### config.mk
export PLATFORM = sky130hd
export DESIGN_NAME = frt_fault_response
export DESIGN_NICKNAME = d
export VERILOG_FILES = /design/src/core/frt_pkg.sv /design/src/core/frt_sync.sv /design/src/core/frt_delay_timer.sv /design/src/core/frt_fault_response.sv
export SDC_FILE = /design/constraint.sdc
export NUM_CORES = 1
export LEC_CHECK = 0
export BUFFER_PORTS_ARGS = -buffer_cell sky130_fd_sc_hd__buf_2
export CAP_MARGIN = 40
export CORE_UTILIZATION = 28
export CTS_BUF_LIST = sky130_fd_sc_hd__clkbuf_8
export DETAILED_ROUTE_END_ITERATION = 16
export PLACE_DENSITY_LB_ADDON = 0.3
export SETUP_SLACK_MARGIN = 0.4
export SYNTH_ARGS = -nofsm -noshare
export SYNTH_HDL_FRONTEND = slang
export SYNTH_SLANG_ARGS = --single-unit
### constraint.sdc
create_clock -name clk -period 3.5 [get_ports clk]
set_input_delay 0.7 -clock clk [delete_from_list [all_inputs] [get_ports clk]]
set_output_delay 0.7 -clock clk [all_outputs]
set_load 0.1 [all_outputs]
### src/core/frt_pkg.sv
// Package with field layout, codes, reset values and states of the fault response
package frt_pkg;

   // Response setting byte layout
   localparam int MODE_MSB = 7;
   localparam int MODE_LSB = 6;
   localparam int RETRY_MSB = 5;
   localparam int RETRY_LSB = 3;
   localparam int DELAY_MSB = 2;
   localparam int DELAY_LSB = 0;

   // Setting value after reset: shut down, no retry, one delay unit
   localparam logic [7:0] SETTING_RESET = 8'h80;

   // Response mode codes
   localparam logic [1:0] MODE_IGNORE = 2'h0;
   localparam logic [1:0] MODE_RIDE = 2'h1;
   localparam logic [1:0] MODE_SHUTDOWN = 2'h2;
   localparam logic [1:0] MODE_HOLD_OFF = 2'h3;

   // Retry field codes
   localparam logic [2:0] RETRY_NONE = 3'h0;
   localparam logic [2:0] RETRY_ENDLESS = 3'h7;

   // Reset values of the control state
   localparam logic [2:0] RETRY_LEFT_RESET = 3'h0;
   localparam logic FLAG_RESET = 1'b0;

   // Synchroniser length for pin inputs
   localparam int SYNC_STAGES = 2;

   // Handler states, one-hot
   typedef enum logic [6:0] {
      ST_OFF = 7'h01,
      ST_RUN = 7'h02,
      ST_RIDE = 7'h04,
      ST_HOLD = 7'h08,
      ST_WAIT = 7'h10,
      ST_TRY = 7'h20,
      ST_LATCH = 7'h40
   } frt_state_e;

endpackage : frt_pkg

### src/core/frt_sync.sv
// Two flip-flop synchroniser for a level arriving from a pin
`timescale 1ns/1ns
module frt_sync (
   input wire logic clk,
   input wire logic rst,
   input wire logic async_in,
   output logic sync_out
);

   logic meta;
   logic next_meta;
   logic next_sync_out;

   // First stage feeds only the second stage
   always_comb begin
      next_meta = async_in;
      next_sync_out = meta;
   end

   always_ff @(posedge clk or posedge rst) begin
      if (rst) begin
         meta <= 1'b0;
         sync_out <= 1'b0;
      end else begin
         meta <= next_meta;
         sync_out <= next_sync_out;
      end
   end

endmodule : frt_sync

### src/core/frt_delay_timer.sv
// Delay timer counting a power-of-two number of programmable time units
`timescale 1ns/1ns
module frt_delay_timer #(
   parameter int UNIT_W = 16
) (
   input wire logic clk,
   input wire logic rst,
   input wire logic start,
   input wire logic clear,
   input wire logic [UNIT_W-1:0] unit_cycles,
   input wire logic [2:0] units_log2,
   output logic done
);

   if (UNIT_W < 1 || UNIT_W > 24) begin : g_chk
      $error("frt_delay_timer: UNIT_W must be 1 to 24");
   end

   logic active;
   logic [UNIT_W-1:0] pre_cnt;
   logic [7:0] unit_cnt;
   logic next_active;
   logic [UNIT_W-1:0] next_pre_cnt;
   logic [7:0] next_unit_cnt;
   logic next_done;
   logic [UNIT_W-1:0] last_pre;
   logic [7:0] last_unit;

   // A zero unit length counts as one cycle so the timer always ends
   always_comb begin
      last_pre = (unit_cycles == '0) ? '0
                 : unit_cycles - {{(UNIT_W-1){1'b0}}, 1'b1};
      last_unit = (8'h01 << units_log2) - 8'h01;
      next_active = active;
      next_pre_cnt = pre_cnt;
      next_unit_cnt = unit_cnt;
      next_done = 1'b0;
      if (start) begin
         // Start beats clear so a new interval is never lost
         next_active = 1'b1;
         next_pre_cnt = '0;
         next_unit_cnt = 8'h00;
      end else if (clear) begin
         next_active = 1'b0;
         next_pre_cnt = '0;
         next_unit_cnt = 8'h00;
      end else if (active) begin
         if (pre_cnt == last_pre) begin
            next_pre_cnt = '0;
            if (unit_cnt == last_unit) begin
               next_active = 1'b0;
               next_done = 1'b1;
            end else begin
               next_unit_cnt = unit_cnt + 8'h01;
            end
         end else begin
            next_pre_cnt = pre_cnt + {{(UNIT_W-1){1'b0}}, 1'b1};
         end
      end
   end

   always_ff @(posedge clk or posedge rst) begin
      if (rst) begin
         active <= 1'b0;
         pre_cnt <= '0;
         unit_cnt <= 8'h00;
         done <= 1'b0;
      end else begin
         active <= next_active;
         pre_cnt <= next_pre_cnt;
         unit_cnt <= next_unit_cnt;
         done <= next_done;
      end
   end

endmodule : frt_delay_timer

### src/core/frt_fault_response.sv
// Fault response and retry handler for one monitored converter fault
`timescale 1ns/1ns

module frt_fault_response #(
   parameter int UNIT_W = 16
) (
   input wire logic clk,
   input wire logic rst,
   input wire logic setting_wr,
   input wire logic [7:0] setting_wdata,
   output logic [7:0] setting_rdata,
   input wire logic [UNIT_W-1:0] time_unit_cycles,
   input wire logic fault_present,
   input wire logic ctrl_pin,
   input wire logic operation_on,
   input wire logic clear_faults,
   input wire logic status_bit_clear,
   input wire logic other_shutdown,
   output logic output_enable,
   output logic fault_status,
   output logic fault_latched,
   output logic retrying,
   output logic [2:0] retry_remaining
);

   if (UNIT_W < 1 || UNIT_W > 24) begin : g_chk
      $error("frt_fault_response: UNIT_W must be 1 to 24");
   end

   // Field layout must fill the byte with three adjacent fields
   if (frt_pkg::MODE_MSB != 7
       || frt_pkg::MODE_LSB != frt_pkg::RETRY_MSB + 1
       || frt_pkg::RETRY_LSB != frt_pkg::DELAY_MSB + 1
       || frt_pkg::RETRY_MSB - frt_pkg::RETRY_LSB != 2
       || frt_pkg::DELAY_MSB - frt_pkg::DELAY_LSB != 2
       || frt_pkg::DELAY_LSB != 0) begin : g_layout
      $error("frt_fault_response: response byte layout is inconsistent");
   end

   // Registered state and its next values
   frt_pkg::frt_state_e state;
   frt_pkg::frt_state_e next_state;
   logic [7:0] next_setting;
   logic next_output_enable;
   logic next_fault_status;
   logic next_fault_latched;
   logic next_retrying;
   logic [2:0] next_retry_remaining;

   // Decoded controls and timer handshake
   logic ctrl_sync;
   logic cmd_on;
   logic clear_req;
   logic [1:0] mode;
   logic [2:0] retry_field;
   logic [2:0] delay_code;
   logic endless;
   logic timer_start;
   logic timer_clear;
   logic timer_done;
   logic go_shutdown;
   logic status_set;

   // Remote control pin is asynchronous to the converter clock
   // An off pulse on it must cover one clock edge to be seen, and reaches the handler two clocks later
   frt_sync u_ctrl_sync (
      .clk(clk),
      .rst(rst),
      .async_in(ctrl_pin),
      .sync_out(ctrl_sync)
   );

   // Ride-through and retry spacing both use one timer; they never overlap
   // A start always reloads it, so a new fault never inherits old time
   frt_delay_timer #(
      .UNIT_W(UNIT_W)
   ) u_timer (
      .clk(clk),
      .rst(rst),
      .start(timer_start),
      .clear(timer_clear),
      .unit_cycles(time_unit_cycles),
      .units_log2(delay_code),
      .done(timer_done)
   );

   // Fields of the stored response byte
   assign mode = setting_rdata[frt_pkg::MODE_MSB:frt_pkg::MODE_LSB];
   assign retry_field = setting_rdata[frt_pkg::RETRY_MSB:frt_pkg::RETRY_LSB];
   assign delay_code = setting_rdata[frt_pkg::DELAY_MSB:frt_pkg::DELAY_LSB];
   assign endless = (retry_field == frt_pkg::RETRY_ENDLESS);

   // Output is commanded on only when both pin and command agree
   assign cmd_on = ctrl_sync & operation_on;
   assign clear_req = status_bit_clear | clear_faults;

   // Response byte: a write lands on the edge that takes the strobe;
   // a changed field acts at the next decision that uses it
   always_comb begin
      next_setting = setting_rdata;
      if (setting_wr) begin
         next_setting = setting_wdata;
      end
   end

   always_ff @(posedge clk or posedge rst) begin
      if (rst) begin
         setting_rdata <= frt_pkg::SETTING_RESET;
      end else begin
         setting_rdata <= next_setting;
      end
   end

   // Next-state logic for the handler, its flags and the retry counter
   always_comb begin
      next_state = state;
      next_fault_latched = fault_latched;
      next_retry_remaining = retry_remaining;
      timer_start = 1'b0;
      timer_clear = 1'b0;
      go_shutdown = 1'b0;
      status_set = 1'b0;

      case (state)
         frt_pkg::ST_OFF: begin
            // Turning back on after an off command clears the fault
            if (cmd_on) begin
               next_state = frt_pkg::ST_RUN;
               next_fault_latched = 1'b0;
               next_retry_remaining = retry_field;
            end
         end
         frt_pkg::ST_RUN: begin
            if (fault_present) begin
               status_set = 1'b1;
               case (mode)
                  frt_pkg::MODE_IGNORE: begin
                     next_state = frt_pkg::ST_RUN;
                  end
                  frt_pkg::MODE_RIDE: begin
                     next_state = frt_pkg::ST_RIDE;
                     timer_start = 1'b1;
                  end
                  frt_pkg::MODE_SHUTDOWN: begin
                     go_shutdown = 1'b1;
                  end
                  frt_pkg::MODE_HOLD_OFF: begin
                     next_state = frt_pkg::ST_HOLD;
                  end
                  default: begin
                     next_state = frt_pkg::ST_RUN;
                  end
               endcase
            end
         end
         frt_pkg::ST_RIDE: begin
            // Fault gone before the delay ends: carry on quietly
            if (!fault_present) begin
               next_state = frt_pkg::ST_RUN;
               timer_clear = 1'b1;
            end else if (timer_done) begin
               go_shutdown = 1'b1;
            end
         end
         frt_pkg::ST_HOLD: begin
            // Output comes back by itself once the fault is gone
            if (!fault_present) begin
               next_state = frt_pkg::ST_RUN;
            end
         end
         frt_pkg::ST_WAIT: begin
            // Spacing elapsed: start one restart attempt
            if (clear_req) begin
               next_state = frt_pkg::ST_RUN;
               next_retry_remaining = retry_field;
               timer_clear = 1'b1;
            end else if (timer_done) begin
               next_state = frt_pkg::ST_TRY;
               timer_start = 1'b1;
               // Endless mode leaves the counter at its loaded value
               if (!endless) begin
                  next_retry_remaining = retry_remaining - 3'h1;
               end
            end
         end
         frt_pkg::ST_TRY: begin
            // Attempt succeeds when a full spacing passes without fault
            if (clear_req) begin
               next_state = frt_pkg::ST_RUN;
               next_retry_remaining = retry_field;
               timer_clear = 1'b1;
            end else if (fault_present) begin
               status_set = 1'b1;
               // Failed attempt: wait again, or give up with none left
               if (endless || retry_remaining != 3'h0) begin
                  next_state = frt_pkg::ST_WAIT;
                  timer_start = 1'b1;
               end else begin
                  next_state = frt_pkg::ST_LATCH;
                  next_fault_latched = 1'b1;
                  timer_clear = 1'b1;
               end
            end else if (timer_done) begin
               next_state = frt_pkg::ST_RUN;
               next_retry_remaining = retry_field;
            end
         end
         frt_pkg::ST_LATCH: begin
            // Stays off until one of the clearing actions
            if (clear_req) begin
               next_state = frt_pkg::ST_RUN;
               next_fault_latched = 1'b0;
               next_retry_remaining = retry_field;
            end
         end
         default: begin
            next_state = frt_pkg::ST_OFF;
         end
      endcase

      // Common shutdown path for ride-through expiry and shutdown mode
      // A fresh shutdown reloads the counter, so each fault gets all tries
      if (go_shutdown) begin
         next_retry_remaining = retry_field;
         if (retry_field == frt_pkg::RETRY_NONE) begin
            next_state = frt_pkg::ST_LATCH;
            next_fault_latched = 1'b1;
            timer_clear = 1'b1;
         end else begin
            next_state = frt_pkg::ST_WAIT;
            timer_start = 1'b1;
         end
      end

      // Another fault forcing shutdown ends any retry sequence
      // The latched flag is left alone: that cause has its own monitor
      if (other_shutdown && state != frt_pkg::ST_OFF) begin
         next_state = frt_pkg::ST_LATCH;
         timer_start = 1'b0;
         timer_clear = 1'b1;
      end

      // Off command wins over everything and arms the off-on clear
      // Pin and command share one path, so either one alone turns off
      if (!cmd_on) begin
         next_state = frt_pkg::ST_OFF;
         timer_start = 1'b0;
         timer_clear = 1'b1;
      end
   end

   // Output and retrying flags follow the next state; fault status follows detections and clears
   always_comb begin
      next_output_enable = cmd_on && (next_state == frt_pkg::ST_RUN
                                      || next_state == frt_pkg::ST_RIDE
                                      || next_state == frt_pkg::ST_TRY);
      next_retrying = (next_state == frt_pkg::ST_WAIT)
                      || (next_state == frt_pkg::ST_TRY);
      // A new detection in the clearing cycle keeps the bit set
      next_fault_status = status_set
                          || (fault_status && !clear_req
                              && !(state == frt_pkg::ST_OFF && cmd_on));
   end

   // Handler registers; reset also clears any latched fault
   always_ff @(posedge clk or posedge rst) begin
      if (rst) begin
         state <= frt_pkg::ST_OFF;
         fault_latched <= frt_pkg::FLAG_RESET;
         retry_remaining <= frt_pkg::RETRY_LEFT_RESET;
      end else begin
         state <= next_state;
         fault_latched <= next_fault_latched;
         retry_remaining <= next_retry_remaining;
      end
   end

   // Flag registers, so every output comes straight from a flip-flop
   always_ff @(posedge clk or posedge rst) begin
      if (rst) begin
         output_enable <= frt_pkg::FLAG_RESET;
         fault_status <= frt_pkg::FLAG_RESET;
         retrying <= frt_pkg::FLAG_RESET;
      end else begin
         output_enable <= next_output_enable;
         fault_status <= next_fault_status;
         retrying <= next_retrying;
      end
   end

endmodule : frt_fault_response

==> results.sh <==
export IMPL_clkPwrFrac=0.252
export IMPL_yosysUniqueCellTypes=66
export IMPL_viasPerCell=5.40
export IMPL_ys_warn_count=0
export IMPL_hold_path_depth=0
export IMPL_end_kind="flop"
export IMPL_internal_power_uw=899
export IMPL_synth_edff_count=0
export IMPL_power_share_combinational=0.310
export IMPL_worstSkewPairLatency_ns=0.31
export IMPL_diodes=0
export IMPL_switching_share=0.368
export IMPL_overflow=0
export IMPL_path_max_fanout=5
export IMPL_setup_viol=6
export IMPL_synth_cells=471
export IMPL_violations="setup timing"
export IMPL_drc=0
export IMPL_grt_pass1_vias=3916
export IMPL_cp_required_ns=3.74
export IMPL_fillers=1339
export IMPL_gp_congestion=0.876
export IMPL_synth_area_per_cell_sq_um=8.16
export IMPL_portBuffers=47
export IMPL_hold_viol=0
export IMPL_synth_area_top_cells="dfrtp_1 31%, nand2_1 5.2%, o21ai_0 4.4%"
export IMPL_status="finished with violations"
export IMPL_antenna_found_initial=0
export IMPL_timing_hold_ws_ns=0.367
export IMPL_multiInputGateArea_sq_um=2590
export IMPL_max_freq_ghz=0.283
export IMPL_firstDrtPassIters=6
export IMPL_hold_start="u_ctrl_sync.meta"
export IMPL_cts_buffers=5
export IMPL_dp_slack_ns=-0.468
export IMPL_synth_area_leader_cell="dfrtp_1"
export IMPL_reg2reg_depth=12
export IMPL_start_util=0.289
export IMPL_worst_slew_pin_transition_ns=0.898
export IMPL_postLayoutCellArea_sq_um=5020
export IMPL_num_rows=42
export IMPL_leakage_uw=0.00204
export IMPL_p_switching_uw=524
export IMPL_rsz0062_at_grt="true"
export IMPL_period_share=1.01
export IMPL_timing_rr_start="setting_rdata[2]"
export IMPL_clk_pin_slew_ns=0.10
export IMPL_ys_seq_area_frac=0.326
export IMPL_boundaryPins=48
export IMPL_ys_seq_elements=50
export IMPL_drtAntennaViolNets=0
export IMPL_hold_class="flop to flop"
export IMPL_drv_cap=0
export IMPL_cts_root_buf="clkbuf_8"
export IMPL_die_h_microns=119
export IMPL_setup_ws_ns=-0.0383
export IMPL_grt_pass1_wl_microns=18000
export IMPL_fin_skew_ns=0.00852
export IMPL_hpwl_microns=7880
export IMPL_powerDensity_nw_per_um2=283
export IMPL_synth_common_cells="53 x nand2_1, 48 x dfrtp_1, 36 x nor2_1"
export IMPL_r2r_end="u_timer.unit_cnt[4]"
export IMPL_nets=607
export IMPL_ys_flop_type="dfrtp_1"
export IMPL_cp_arrival_ns=3.78
export IMPL_worstSetupStartpointType="input port"
export IMPL_drt_iter0_markers=327
export IMPL_async_flop_share=1.00
export IMPL_maxSlewViolCount=0
export IMPL_yosysMostFrequentCell="nand2_1"
export IMPL_syn_area_sq_um=3840
export IMPL_cts_htree_levels=2
export IMPL_regArea_sq_um=1250
export IMPL_ff2ff_setup_slack_ns=0.31
export IMPL_drt_total_wl_microns=10700
export IMPL_min_to="u_ctrl_sync.sync_out"
export IMPL_drive_gt1_frac=0.309
export IMPL_track_usage=0.153
export IMPL_cts_tree="built"
export IMPL_max_slew_margin=0.399
export IMPL_area_delta_synth_final_pct=30.7
export IMPL_dieArea_sq_um=14200
export IMPL_cts_buffer_depth=2
export IMPL_grt_start_max_net_pins=30
export IMPL_yosysTopAreaCellShare=0.313
export IMPL_power_frac_seq=0.438
export IMPL_core_area_sq_um=13300
export IMPL_cts_sinks=50
export IMPL_worst_setup_path_type="input port to flop"
export IMPL_finalCriticalPeriod_ns=3.54
export IMPL_vdd_drop_max_mv=0.145
export IMPL_die_w_microns=119
export IMPL_vias=4023
export IMPL_wl_per_cell_microns=14.4
export IMPL_syn_num_nets=510
export IMPL_placed_area_sq_um=4680
-- layout make-up --
cell class / instances / area share
Inverter: 14 / 0.0105
Timing Repair Buffer: 113 / 0.161
Multi-Input combinational cell: 384 / 0.516
Clock inverter: 2 / 0.00249
Clock buffer: 6 / 0.0164
Tap cell: 176 / 0.0439
Sequential cell: 50 / 0.250
-- flip-flops by register name (all words and copies together), names as in the netlist --
name,cells
u_timer.pre_cnt,16
state,7
u_timer.unit_cnt,8
u_ctrl_sync.sync_out,1
u_ctrl_sync.meta,1
u_timer.done,1
u_timer.active,1
fault_status,1
retrying,1
retry_remaining,3
fault_latched,1
setting_rdata,8
output_enable,1
-- critical path: stages --
cell and delay (ns):
buf_6 0.09, or4_4 0.52, or4b_4 0.55, or4b_4 0.51, a211oi_2 0.21, a41oi_2 0.07, a2111o_1 0.48, or4_1 0.49
a21oi_1 0.15
-- power by group through the flow --
stage	registers [uW]	logic, uW	clock network (uW)
after floorplan	780	159	0
after global placement	633	418	0
after CTS	624	438	376
final	624	441	358
after global routing	628	472	394
after detailed placement	635	429	0
-- timing repair --
| item | 4_1_cts | 5_1_grt |
|---|---|---|
| hold buffers | 0 | 0 |
| resized for setup | 24 | 13 |
| setup buffers | 5 | 2 |
| setup endpoints to repair | 26 | 26 |
| pin swaps | 5 | 6 |
| gates cloned | 3 | 0 |
-- layer usage --
| layer | wire, microns | GRT usage |
|---|---|---|
| met1 | 4860 | 0.190 |
| met2 | 5430 | 0.275 |
| met3 | 332 | 0.0177 |
| met4 | 92 | 0.0475 |
| met5 | 0 | 0 |
-- per-stage QoR --
step,cells,total power (uW),setup TNS (ns),utilization
floorplan,471,939,-3.31,-
global placement,726,1050,-6.06,0.350
detailed placement,727,1060,-7.14,0.352
CTS,743,1440,-0.0591,0.373
global route,745,1490,-0.748,0.378
finish,745,1420,-0.0939,0.378
-- kinds of logic (layout without fill, tap and decap cells) --
kind of cell | Yosys count | after routing | synth area share
buffers and inverters | 38 | 135 | 0.0420
xor gates and xnor gates | 23 | 23 | 0.0596
muxes | 13 | 13 | 0.0368
DFF | 50 | 50 | 0.326
AOI/OAI and AO/OA | 124 | 125 | 0.210
and+or+nand+nor | 217 | 217 | 0.305
adders and majority gates | 6 | 6 | 0.0195
-- worst max path at each step --
stage | end | cells after the start | start
global route | u_timer.unit_cnt[4] | 9 | time_unit_cycles[5]
detailed placement | u_timer.unit_cnt[6] | 13 | time_unit_cycles[0]
floorplan | u_timer.unit_cnt[5] | 10 | time_unit_cycles[3]
CTS | u_timer.unit_cnt[6] | 10 | time_unit_cycles[5]
finish | u_timer.unit_cnt[4] | 9 | time_unit_cycles[5]
global placement | u_timer.unit_cnt[5] | 12 | time_unit_cycles[0]
-- cells in the final DEF, fill, tap and decap left out, types with 6 or more instances in the layout --
master    count
buf_4        59
nand2_1      53
dfrtp_1      48
buf_2        45
nor2_1       35
a21oi_1      31
o21ai_0      22
nand3_1      16
or3_1        13
nor3_1       12
or2_2        12
inv_1        12
xnor2_1      12
and3_1       11
o21ai_1      11
o311ai_1     10
nand4_1      10
mux2_2        9
o31ai_1       8
xor2_1        8
o211ai_1      7
nand2b_1      6
clkbuf_8      6
Power figures use the tool's default switching activity.
